$ cat config.mk
export PLATFORM = sky130hd
export DESIGN_NAME = mrs_slave
export DESIGN_NICKNAME = d
export VERILOG_FILES = /design/src/design/mrs_pkg.sv /design/src/design/mrs_crc_if.sv /design/src/design/mrs_crc16.sv /design/src/design/mrs_slave.sv
export VERILOG_INCLUDE_DIRS = /design/src /design/src/design
export SDC_FILE = /design/constraint.sdc
export NUM_CORES = 1
export LEC_CHECK = 0
export BUFFER_PORTS_ARGS = -buffer_cell sky130_fd_sc_hd__buf_4
export CAP_MARGIN = 20
export CORE_MARGIN = 2
export CORE_UTILIZATION = 56
export CTS_CLUSTER_DIAMETER = 200
export DETAILED_ROUTE_END_ITERATION = 16
export MAX_ROUTING_LAYER = met4
export PLACE_DENSITY = 0.83
export RECOVER_POWER = 50
export SLEW_MARGIN = 15
export SYNTH_ARGS = -nofsm -noshare
export SYNTH_HDL_FRONTEND = slang
export SYNTH_HIERARCHICAL = 1
export SYNTH_SLANG_ARGS = --single-unit
$ cat constraint.sdc
create_clock -name clk_sys_i -period 6.7 [get_ports clk_sys_i]
set_input_delay 0.67 -clock clk_sys_i [delete_from_list [all_inputs] [get_ports clk_sys_i]]
set_output_delay 0.67 -clock clk_sys_i [all_outputs]
set_load 0.01 [all_outputs]
$ cat src/design/mrs_regs.svh
`ifndef MRS_REGS_SVH
`define MRS_REGS_SVH

`define MRS_FN_COILS    8'h01
`define MRS_FN_HOLD     8'h03
`define MRS_FN_INPUT    8'h04
`define MRS_FN_EXEC     8'h05
`define MRS_FN_SINGLE   8'h06
`define MRS_FN_STATUS   8'h07
`define MRS_FN_LOOP     8'h08
`define MRS_FN_MULTI    8'h10
`define MRS_EXC_FLAG    8'h80
`define MRS_EXC_FUNC    8'h01
`define MRS_EXC_VALUE   8'h03
`define MRS_BCAST       8'h00
`define MRS_EXEC_ON     16'hff00
`define MRS_MAX_REGS    16'h007d
`define MRS_MAX_COILS   16'h07d0
`define MRS_OP_NONE     16'h0000
`define MRS_CRC_PRESET  16'hffff
`define MRS_CRC_POLY    16'ha001
`define MRS_GAP_HALF_10 8'h46
`define MRS_GAP_HALF_11 8'h4d
`define MRS_MIN_FRAME   9'h004
`define MRS_MULTI_FRAME 9'h00b
`define MRS_HDR_LEN     16'h0003
`define MRS_ECHO_LEN    16'h0006

`endif

$ cat src/design/mrs_pkg.sv
package mrs_pkg;
	typedef enum logic [2:0] {ST_IDLE, ST_CHECK, ST_SEND, ST_CRC_LO, ST_CRC_HI, ST_DRAIN} mrs_state_t;
	typedef enum logic [1:0] {MD_EXC, MD_ECHO, MD_BITS, MD_REGS} mrs_mode_t;
endpackage

$ cat src/design/mrs_crc_if.sv
`timescale 1ns/100ps
interface mrs_crc_if;
	logic        clr;
	logic        en;
	logic [7:0]  data;
	logic [15:0] crc;
	modport eng  (input clr, input en, input data, output crc);
	modport user (output clr, output en, output data, input crc);
endinterface

$ cat src/design/mrs_crc16.sv
`timescale 1ns/100ps
`include "mrs_regs.svh"
module mrs_crc16 (
	input  wire logic clk_sys_i,
	input  wire logic rst_i,
	mrs_crc_if.eng    cif
);
	logic [15:0] crc_q;
	logic [15:0] crc_d;
	logic [15:0] base;

	function automatic logic [15:0] mrs_step(input logic [15:0] acc, input logic [7:0] b);
		logic [15:0] a;
		a = acc ^ {8'h00, b};
		for (int k = 0; k < 8; k++) begin
			a = a[0] ? ((a >> 1) ^ `MRS_CRC_POLY) : (a >> 1); // [RL1] [RL2]
		end
		return a;
	endfunction

	// Clear and feed may coincide so the first byte of a frame costs no extra cycle
	assign base  = cif.clr ? `MRS_CRC_PRESET : crc_q; // [RL1]
	assign crc_d = cif.en ? mrs_step(base, cif.data) : base;
	assign cif.crc = crc_q;

	always_ff @(posedge clk_sys_i or posedge rst_i) begin
		if (rst_i) begin
			crc_q <= `MRS_CRC_PRESET;
		end else begin
			crc_q <= crc_d;
		end
	end

	AST_CRC_PRESET: assert property (@(posedge clk_sys_i) disable iff (rst_i) // [RL1]
		cif.clr && !cif.en |=> crc_q == `MRS_CRC_PRESET) else $error("crc not preset");
	AST_CRC_HOLD: assert property (@(posedge clk_sys_i) disable iff (rst_i) // [RL2]
		!cif.clr && !cif.en |=> $stable(crc_q)) else $error("crc moved while idle");
endmodule

$ cat src/design/mrs_slave.sv
// Functional notes
// RL1: CRC preset all ones, shift right per byte
// RL2: Generator is reflected polynomial, data bits only
// RL3: 3.5 character silence ends or abandons frame
// RL4: Bad CRC request gets no reply
// RL5: Act on own or broadcast address only
// RL6: Accept functions 01,03,04,05,06,07,08,10 only
// RL7: Errors reply address, function+128, code, CRC
// RL8: Remember last operation executed by 05
// RL9: Function 01 returns one bit per operation
// RL10: Operation zero set before any execution
// RL11: Byte count first, LSB-first, zero padding
// RL12: Functions 03/04 send 16-bit registers MSB first
// RL13: Master sends start then count, high first
// RL14: More than 125 registers is invalid
// RL15: Register reply carries byte count twice registers
// RL16: Function 04 identical to 03 except code
// RL17: Function 05 value FF00 executes, echo request
// RL18: Function 10 can also trigger operations
// RL19: Character time is 10 or 11 bits
// RL20: Reply only after full frame validated
`timescale 1ns/100ps
`include "mrs_regs.svh"
module mrs_slave #(
	parameter int          DEPTH    = 16,
	parameter logic [15:0] CMD_ADDR = 16'h0080
) (
	input  wire logic        clk_sys_i,
	input  wire logic        rst_i,
	input  wire logic [7:0]  slave_addr_i,
	input  wire logic [15:0] bit_div_i,
	input  wire logic        parity_en_i,
	input  wire logic        rx_valid_i,
	input  wire logic [7:0]  rx_data_i,
	output logic             tx_valid_o,
	output logic [7:0]       tx_data_o,
	input  wire logic        tx_ready_i,
	output logic             tx_busy_o,
	output logic [15:0]      reg_addr_o,
	input  wire logic [15:0] reg_data_i,
	output logic             op_exec_o,
	output logic [15:0]      op_code_o,
	output logic [15:0]      last_op_o,
	output logic             aux_req_o,
	output logic [7:0]       aux_func_o
);
	mrs_crc_if crc ();
	mrs_crc16 u_crc (.clk_sys_i(clk_sys_i), .rst_i(rst_i), .cif(crc));

	mrs_pkg::mrs_state_t state_q;
	mrs_pkg::mrs_mode_t  mode_q;
	mrs_pkg::mrs_mode_t  mode_d;
	logic [7:0]  buf_q [DEPTH];
	logic [8:0]  idx_q;
	logic        open_q;
	logic [15:0] clk_cnt_q;
	logic [7:0]  half_cnt_q;
	logic [15:0] pos_q;
	logic [15:0] len_q;
	logic [15:0] len_d;
	logic [15:0] rd_addr_q;
	logic [7:0]  lo_q;
	logic [7:0]  exc_q;
	logic [7:0]  exc_d;
	logic [7:0]  tx_data_q;
	logic        tx_valid_q;
	logic [15:0] last_op_q;
	logic [15:0] op_code_q;
	logic        op_exec_q;
	logic        aux_req_q;
	logic [7:0]  aux_func_q;

	// Silence timer in half-bit units so that 3.5 characters is a whole count
	wire [15:0] half_div  = (bit_div_i > 16'h0003) ? (bit_div_i >> 1) : 16'h0001;
	wire        half_tick = (clk_cnt_q >= half_div - 16'h0001);
	wire [7:0]  gap_thr   = parity_en_i ? `MRS_GAP_HALF_11 : `MRS_GAP_HALF_10; // [RL19]
	wire        gap_hit   = open_q && (half_cnt_q == gap_thr) && !rx_valid_i; // [RL3]
	wire        rx_take   = rx_valid_i && (state_q == mrs_pkg::ST_IDLE); // [RL20]

	wire [7:0]  fn   = buf_q[1];
	wire [15:0] w2   = {buf_q[2], buf_q[3]}; // [RL13]
	wire [15:0] w4   = {buf_q[4], buf_q[5]};
	wire        is_reg   = (fn == `MRS_FN_HOLD) || (fn == `MRS_FN_INPUT); // [RL16]
	wire        is_aux   = (fn == `MRS_FN_SINGLE) || (fn == `MRS_FN_STATUS) || (fn == `MRS_FN_LOOP);
	wire        supported = is_reg || is_aux || (fn == `MRS_FN_COILS) || (fn == `MRS_FN_EXEC)
		|| (fn == `MRS_FN_MULTI); // [RL6]
	wire        addr_ok  = (buf_q[0] == slave_addr_i) || (buf_q[0] == `MRS_BCAST); // [RL5]
	wire        bcast    = (buf_q[0] == `MRS_BCAST);
	wire        frame_ok = (idx_q >= `MRS_MIN_FRAME) && (crc.crc == 16'h0000) && addr_ok; // [RL4]
	wire        regs_bad = (w4 == 16'h0000) || (w4 > `MRS_MAX_REGS); // [RL14]
	wire        coil_bad = (w4 == 16'h0000) || (w4 > `MRS_MAX_COILS);
	wire        exec5    = (fn == `MRS_FN_EXEC) && (w4 == `MRS_EXEC_ON); // [RL17]
	wire        exec10   = (fn == `MRS_FN_MULTI) && (w2 == CMD_ADDR) && (idx_q >= `MRS_MULTI_FRAME); // [RL18]
	wire [15:0] exec_op  = exec10 ? {buf_q[7], buf_q[8]} : w2;
	wire [15:0] nbytes   = (w4 + 16'h0007) >> 3;
	wire        silent   = is_aux || bcast;

	assign exc_d = !supported ? `MRS_EXC_FUNC : `MRS_EXC_VALUE; // [RL7]
	assign mode_d = (!supported || (is_reg && regs_bad) || ((fn == `MRS_FN_COILS) && coil_bad)
		|| ((fn == `MRS_FN_EXEC) && !exec5)) ? mrs_pkg::MD_EXC :
		(fn == `MRS_FN_COILS) ? mrs_pkg::MD_BITS :
		is_reg ? mrs_pkg::MD_REGS : mrs_pkg::MD_ECHO;
	assign len_d = (mode_d == mrs_pkg::MD_EXC)  ? `MRS_HDR_LEN :
		(mode_d == mrs_pkg::MD_BITS) ? `MRS_HDR_LEN + nbytes :
		(mode_d == mrs_pkg::MD_REGS) ? `MRS_HDR_LEN + {w4[14:0], 1'b0} : `MRS_ECHO_LEN; // [RL15]

	// Coil byte: bit i stands for operation start + 8*byte + i
	wire [15:0] boff = pos_q - `MRS_HDR_LEN;
	wire [15:0] bbase = w2 + {boff[12:0], 3'b000};
	wire [7:0]  bits_byte;
	genvar gi;
	generate
		for (gi = 0; gi < 8; gi++) begin : g_bit
			wire [15:0] rel = {boff[12:0], 3'b000} + 16'(gi);
			assign bits_byte[gi] = (rel < w4) && (bbase + 16'(gi) == last_op_q); // [RL9] [RL11]
		end
	endgenerate

	wire [7:0] hdr_byte = (pos_q == 16'h0000) ? slave_addr_i : // [RL5]
		(mode_q == mrs_pkg::MD_EXC) ? fn | `MRS_EXC_FLAG : fn; // [RL7]
	wire [7:0] cnt_byte = (mode_q == mrs_pkg::MD_EXC) ? exc_q :
		(mode_q == mrs_pkg::MD_BITS) ? nbytes[7:0] :
		(mode_q == mrs_pkg::MD_REGS) ? {w4[6:0], 1'b0} : buf_q[2]; // [RL11] [RL15]
	wire [7:0] body_byte = (mode_q == mrs_pkg::MD_BITS) ? bits_byte :
		(mode_q == mrs_pkg::MD_REGS) ? (pos_q[0] ? reg_data_i[15:8] : lo_q) : // [RL12]
		buf_q[pos_q[2:0]]; // [RL17]
	wire [7:0] tx_next = (pos_q < 16'h0002) ? hdr_byte : (pos_q == 16'h0002) ? cnt_byte : body_byte;
	wire       load    = (state_q == mrs_pkg::ST_SEND) && !tx_valid_q && (pos_q != len_q);

	assign crc.clr  = (rx_take && !open_q) || (state_q == mrs_pkg::ST_CHECK);
	assign crc.en   = rx_take || load;
	assign crc.data = load ? tx_next : rx_data_i;

	assign tx_valid_o = tx_valid_q;
	assign tx_data_o  = tx_data_q;
	assign tx_busy_o  = (state_q != mrs_pkg::ST_IDLE) && (state_q != mrs_pkg::ST_CHECK);
	assign reg_addr_o = rd_addr_q;
	assign op_exec_o  = op_exec_q;
	assign op_code_o  = op_code_q;
	assign last_op_o  = last_op_q;
	assign aux_req_o  = aux_req_q;
	assign aux_func_o = aux_func_q;

	always_ff @(posedge clk_sys_i or posedge rst_i) begin
		if (rst_i) begin
			clk_cnt_q  <= 16'h0000;
			half_cnt_q <= 8'h00;
		end else if (rx_valid_i || !open_q) begin
			clk_cnt_q  <= 16'h0000;
			half_cnt_q <= 8'h00;
		end else if (half_tick) begin
			clk_cnt_q  <= 16'h0000;
			half_cnt_q <= (half_cnt_q == gap_thr) ? half_cnt_q : half_cnt_q + 8'h01;
		end else begin
			clk_cnt_q  <= clk_cnt_q + 16'h0001;
		end
	end

	always_ff @(posedge clk_sys_i or posedge rst_i) begin
		if (rst_i) begin
			open_q <= 1'b0;
			idx_q  <= 9'h000;
		end else if (rx_take) begin
			open_q <= 1'b1;
			idx_q  <= open_q ? ((idx_q == 9'h1ff) ? idx_q : idx_q + 9'h001) : 9'h001;
		end else if (gap_hit) begin
			open_q <= 1'b0; // [RL3]
		end
	end

	// Bytes past the buffer still enter the CRC; only the leading ones are decoded
	generate
		for (gi = 0; gi < DEPTH; gi++) begin : g_buf
			wire wr = rx_take && ((open_q && idx_q == 9'(gi)) || (!open_q && gi == 0));
			always_ff @(posedge clk_sys_i or posedge rst_i) begin
				if (rst_i) begin
					buf_q[gi] <= 8'h00;
				end else if (wr) begin
					buf_q[gi] <= rx_data_i;
				end
			end
		end
	endgenerate

	always_ff @(posedge clk_sys_i or posedge rst_i) begin
		if (rst_i) begin
			state_q    <= mrs_pkg::ST_IDLE;
			mode_q     <= mrs_pkg::MD_EXC;
			exc_q      <= 8'h00;
			len_q      <= 16'h0000;
			pos_q      <= 16'h0000;
			rd_addr_q  <= 16'h0000;
			lo_q       <= 8'h00;
			tx_valid_q <= 1'b0;
			tx_data_q  <= 8'h00;
			last_op_q  <= `MRS_OP_NONE; // [RL10]
			op_code_q  <= 16'h0000;
			op_exec_q  <= 1'b0;
			aux_req_q  <= 1'b0;
			aux_func_q <= 8'h00;
		end else begin
			op_exec_q <= 1'b0;
			aux_req_q <= 1'b0;
			if (tx_valid_q && tx_ready_i) begin
				tx_valid_q <= 1'b0;
			end
			unique case (state_q)
				mrs_pkg::ST_IDLE: begin
					if (gap_hit) begin
						state_q <= mrs_pkg::ST_CHECK;
					end
				end
				mrs_pkg::ST_CHECK: begin
					pos_q     <= 16'h0000;
					mode_q    <= mode_d;
					exc_q     <= exc_d;
					len_q     <= len_d;
					rd_addr_q <= w2;
					if (frame_ok && (exec5 || exec10)) begin
						op_exec_q <= 1'b1;
						op_code_q <= exec_op;
						last_op_q <= exec_op; // [RL8] [RL18]
					end
					if (frame_ok && is_aux) begin
						aux_req_q  <= 1'b1;
						aux_func_q <= fn;
					end
					state_q <= (frame_ok && !silent) ? mrs_pkg::ST_SEND : mrs_pkg::ST_IDLE; // [RL4] [RL20]
				end
				mrs_pkg::ST_SEND: begin
					if (load) begin
						tx_data_q  <= tx_next;
						tx_valid_q <= 1'b1;
						pos_q      <= pos_q + 16'h0001;
						if (mode_q == mrs_pkg::MD_REGS && pos_q >= `MRS_HDR_LEN) begin
							if (pos_q[0]) begin
								lo_q <= reg_data_i[7:0];
							end else begin
								rd_addr_q <= rd_addr_q + 16'h0001;
							end
						end
					end else if (!tx_valid_q) begin
						state_q <= mrs_pkg::ST_CRC_LO;
					end
				end
				mrs_pkg::ST_CRC_LO: begin
					if (!tx_valid_q) begin
						tx_data_q  <= crc.crc[7:0];
						tx_valid_q <= 1'b1;
						state_q    <= mrs_pkg::ST_CRC_HI;
					end
				end
				mrs_pkg::ST_CRC_HI: begin
					if (!tx_valid_q) begin
						tx_data_q  <= crc.crc[15:8];
						tx_valid_q <= 1'b1;
						state_q    <= mrs_pkg::ST_DRAIN;
					end
				end
				mrs_pkg::ST_DRAIN: begin
					if (!tx_valid_q) begin
						state_q <= mrs_pkg::ST_IDLE;
					end
				end
			endcase
		end
	end

	AST_GAP_ENDS_FRAME: assert property (@(posedge clk_sys_i) disable iff (rst_i) // [RL3]
		$fell(open_q) |-> state_q == mrs_pkg::ST_CHECK) else $error("frame closed without silence");
	AST_BAD_CRC_SILENT: assert property (@(posedge clk_sys_i) disable iff (rst_i) // [RL4]
		state_q == mrs_pkg::ST_CHECK && crc.crc != 16'h0000 |=> state_q == mrs_pkg::ST_IDLE)
		else $error("reply to bad crc");
	AST_REPLY_ADDR: assert property (@(posedge clk_sys_i) disable iff (rst_i) // [RL5]
		tx_valid_o && state_q == mrs_pkg::ST_SEND && pos_q == 16'h0001 |-> tx_data_o == slave_addr_i)
		else $error("reply address wrong");
	AST_UNSUPPORTED: assert property (@(posedge clk_sys_i) disable iff (rst_i) // [RL6]
		state_q == mrs_pkg::ST_CHECK && frame_ok && !supported |=> mode_q == mrs_pkg::MD_EXC
		&& exc_q == `MRS_EXC_FUNC) else $error("unsupported code not refused");
	AST_EXC_CODE: assert property (@(posedge clk_sys_i) disable iff (rst_i) // [RL7]
		tx_valid_o && state_q == mrs_pkg::ST_SEND && mode_q == mrs_pkg::MD_EXC && pos_q == 16'h0002
		|-> tx_data_o == (fn | `MRS_EXC_FLAG)) else $error("exception function wrong");
	AST_LAST_OP: assert property (@(posedge clk_sys_i) disable iff (rst_i) // [RL8]
		op_exec_o |-> last_op_o == op_code_o ##1 last_op_o == $past(op_code_o))
		else $error("last operation lost");
	AST_REG_LIMIT: assert property (@(posedge clk_sys_i) disable iff (rst_i) // [RL14]
		state_q == mrs_pkg::ST_CHECK && is_reg && w4 > `MRS_MAX_REGS |=> mode_q == mrs_pkg::MD_EXC)
		else $error("oversize read accepted");
	AST_REG_COUNT: assert property (@(posedge clk_sys_i) disable iff (rst_i) // [RL15]
		tx_valid_o && state_q == mrs_pkg::ST_SEND && mode_q == mrs_pkg::MD_REGS && pos_q == 16'h0003
		|-> tx_data_o == {w4[6:0], 1'b0}) else $error("byte count wrong");
	AST_ECHO: assert property (@(posedge clk_sys_i) disable iff (rst_i) // [RL17]
		tx_valid_o && state_q == mrs_pkg::ST_SEND && mode_q == mrs_pkg::MD_ECHO && pos_q == 16'h0005
		|-> tx_data_o == buf_q[4]) else $error("echo mismatch");
	AST_HALF_DUPLEX: assert property (@(posedge clk_sys_i) disable iff (rst_i) // [RL20]
		tx_valid_o |-> tx_busy_o && !open_q) else $error("send while receiving");
endmodule

==> results_dict.tcl <==
set metrics [dict create \
    drc 0 \
    p_per_area_mw_per_mm2 498 \
    slew_headroom_pct -241 \
    clockBufferDepth 3 \
    gr-max-usage-layer "met2" \
    grt_usage_pct 36.2 \
    nFillCells 2586 \
    portBuffers 119 \
    maxSlewViolCount 134 \
    startpoint_type "flip-flop" \
    ys_seq_area_share_pct 32.7 \
    rows 63 \
    fin_nets 2135 \
    synth_edf_count 0 \
    post_drt_wl_per_cell_um 23.1 \
    drv_cap 1 \
    path_max_fanout 9 \
    gr-usage-met3_pct 4.35 \
    synthXorXnorAreaFrac_pct 9.38 \
    final.setup.worst_slack_ns 0.284 \
    drive_gt1_share_pct 14.5 \
    leakage_nw 7.62 \
    postSynth.asyncResetShare_pct 100 \
    netlist_area_mm2 0.0169 \
    synth_mux_area_share_pct 8.25 \
    synth-seq-cells 220 \
    die_h_um 178 \
    fin_area_mm2 0.0188 \
    holdPathEnd "lo_q[4]" \
    io_pins 121 \
    syn_avg_cell_area_um2 8.69 \
    worstSetupPathType "flip-flop to flip-flop" \
    met2_usage_pct 55.4 \
    finClkSkew_ns 0.0164 \
    gp_congestion 1.03 \
    grt_pass1_wl_um 86000 \
    gr-total-overflow 0 \
    timing.final.crit_period_ns 6.42 \
    syn_inst 1942 \
    yosys_warnings 6 \
    area_delta_synth_final_pct 11.4 \
    r2r-start "pos_q[1]" \
    drt_first_pass_iters 6 \
    r2r_cells 21 \
    placed_cell_area_mm2 0.0180 \
    use_met1_pct 49.7 \
    synth-main-ff-cell "dfrtp_1" \
    grt_max_degree 134 \
    fmax_mhz 156 \
    clock-sinks 220 \
    failed_checks "max-capacitance violations, max-slew violations" \
    cts_root_buf "clkbuf_16" \
    htree_levels 1 \
    detail_route.vias_per_cell 6.59 \
    ir_worst_vdd_uv 232 \
    cts_tree "built" \
    crit_arrival_ns 6.87 \
    layout_common_cells "201 x dfrtp_1, 198 x nand2_1, 184 x nor2_1, 119 x o21ai_0, 98 x a21oi_1" \
    coreArea_mm2 0.0296 \
    status "finished with violations" \
    end_kind "flip-flop" \
    num_vias 15938 \
    initialDrtViolationCount 2018 \
    clkLatencyLatePin_ns 0.55 \
    finalWirelength_um 55900 \
    dp_hpwl_um 41700 \
    required_ns 7.16 \
    synthAdderAreaFrac_pct 5.51 \
    postLayoutCoreUtil_pct 63.5 \
    yosys-top-cells-area "dfrtp_1 30%, ha_1 5.3%, xnor2_1 4.9%, nand2_1 4.4%, mux2_2 4.2%" \
    synth_top_area_cell "dfrtp_1" \
    grt_pass1_vias 14886 \
    start_util_pct 57.0 \
    synth.top_cell.area_share_pct 30.2 \
    ant_nets 0 \
    finalSetupViolations 0 \
    numCtsBuffers 25 \
    finalCritPeriodShare_pct 95.8 \
    synth-compound-area-share_pct 17.9 \
    dieWidth_um 178 \
    hold_viol_final 0 \
    synthSimpleGateAreaFrac_pct 21.8 \
    worst_r2r_endpoint "u_crc/cif.crc[0]" \
    timing.hold.ws_ns 0.350 \
    n_antenna_cell 0 \
    antenna_found_initial 0 \
    dieArea_mm2 0.0316 \
    worst_pin_slew_ns 5.11 \
    place_ws_ns 0.269 \
    synth_top_family_by_area "simple AND/OR/NAND/NOR gates" \
    r2r_slack_ns 0.28 \
    final_common_cell "dfrtp_1" \
    syn-num-nets 2068 \
    ys_types 104 \
    clkTransAtPathRegs_ns 0.06 \
    hold_path.class "input pin to flip-flop" \
    hold_start "reg_data_i[4]" \
    hold_depth 2 \
]
[cells in the mapped netlist, types with 26 or more instances]
cell      count
xnor2_1      94
o21ai_0     122
nand2_1     198
clkbuf_1     79
and2_1       26
ha_1         72
nand4_1      32
a21oi_1      99
nand3_1      75
mux2_2       63
dfrtp_1     204
nor4_1       26
nor3_1       47
xor2_1       75
nor2_1      184
inv_1        49
mux2i_1      30
[critical path: stages, from the launching register on]
cell       delay [ns]
dfrtp_1          0.49
ha_1             0.35
nor3_1           0.23
xor2_1           0.37
ha_1             0.34
o211ai_1         0.16
a21oi_1          0.31
a2bb2oi_1        0.33
o21ai_0          0.32
a211o_1          0.38
a221oi_1         0.38
o311ai_1         0.19
a2111oi_2        0.32
buf_4            0.20
nor2_1           0.05
a31oi_2          0.25
xor2_1           0.22
a21oi_1          0.12
o211a_1          0.31
or4_4            0.58
a2111oi_4        0.37
a211oi_2         0.06
[area by class of cell]
class,count,area [um^2],area share (%)
flip-flops and latches,220,5530,29.4
clock buffers,32,702,3.73
multi-input cells,1548,10700,56.9
well taps,390,488,2.59
clock inverters,14,231,1.23
repair buffers,163,973,5.17
inverters,51,191,1.02
[state kept, by name, indices dropped and copies added, names as in the netlist, 9 cells and up]
signal	flops
op_code_o	16
idx_q	9
pos_q	16
clk_cnt_q	16
reg_addr_o	16
buf_q	64
len_q	16
u_crc/cif.crc	16
[power by group]
group          total (W)  internal, W  leakage, nW  switching, W
registers        0.00244      0.00176         2.79      0.000687
logic            0.00539      0.00212         4.38       0.00327
clock network    0.00154     0.000943        0.456      0.000597
[stage by stage]
stage / cells / total power [W] / TNS, ns
2_1_floorplan: 1942 / 0.00597 / 0
3_3_place_gp: 2362 / 0.00748 / 0
3_5_place_dp: 2364 / 0.00758 / 0
4_1_cts: 2410 / 0.00913 / 0
5_1_grt: 2418 / 0.00987 / -0.00874
6_report: 2418 / 0.00938 / 0
[worst max path at each step]
| stage | to | from | cells past startpoint | slack (ns) |
|---|---|---|---|---|
| 2_1_floorplan | u_crc/cif.crc[0] | pos_q[0] | 23 | 0.19 |
| 3_3_place_gp | u_crc/cif.crc[0] | pos_q[4] | 24 | 0.42 |
| 3_5_place_dp | u_crc/cif.crc[0] | pos_q[4] | 24 | 0.27 |
| 4_1_cts | u_crc/cif.crc[0] | pos_q[4] | 24 | 0.23 |
| 5_1_grt | u_crc/cif.crc[0] | pos_q[1] | 21 | -0.009 |
| 6_report | u_crc/cif.crc[0] | pos_q[1] | 21 | 0.28 |
[kinds of logic after synthesis]
group / after synthesis
and+or+nand+nor: 740
AOI/OAI and AO/OA: 449
DFF: 220
xor gates and xnor gates: 174
buffers and inverters: 174
muxes: 110
adders and majority gates: 74
other: 1
[layer usage]
layer	routed length, um	vias to the layer above
met2	25100	899
met1	23200	7704
met3	5220	185
met4	2390	0
met5	0	-
li1	-	7150
[what timing repair did]
item,4_1_cts,5_1_grt
setup buffers,0,6
gates resized for setup,0,16
hold buffers,0,0
endpoints found under the setup margin,0,2
Power figures use the tool's default switching activity.
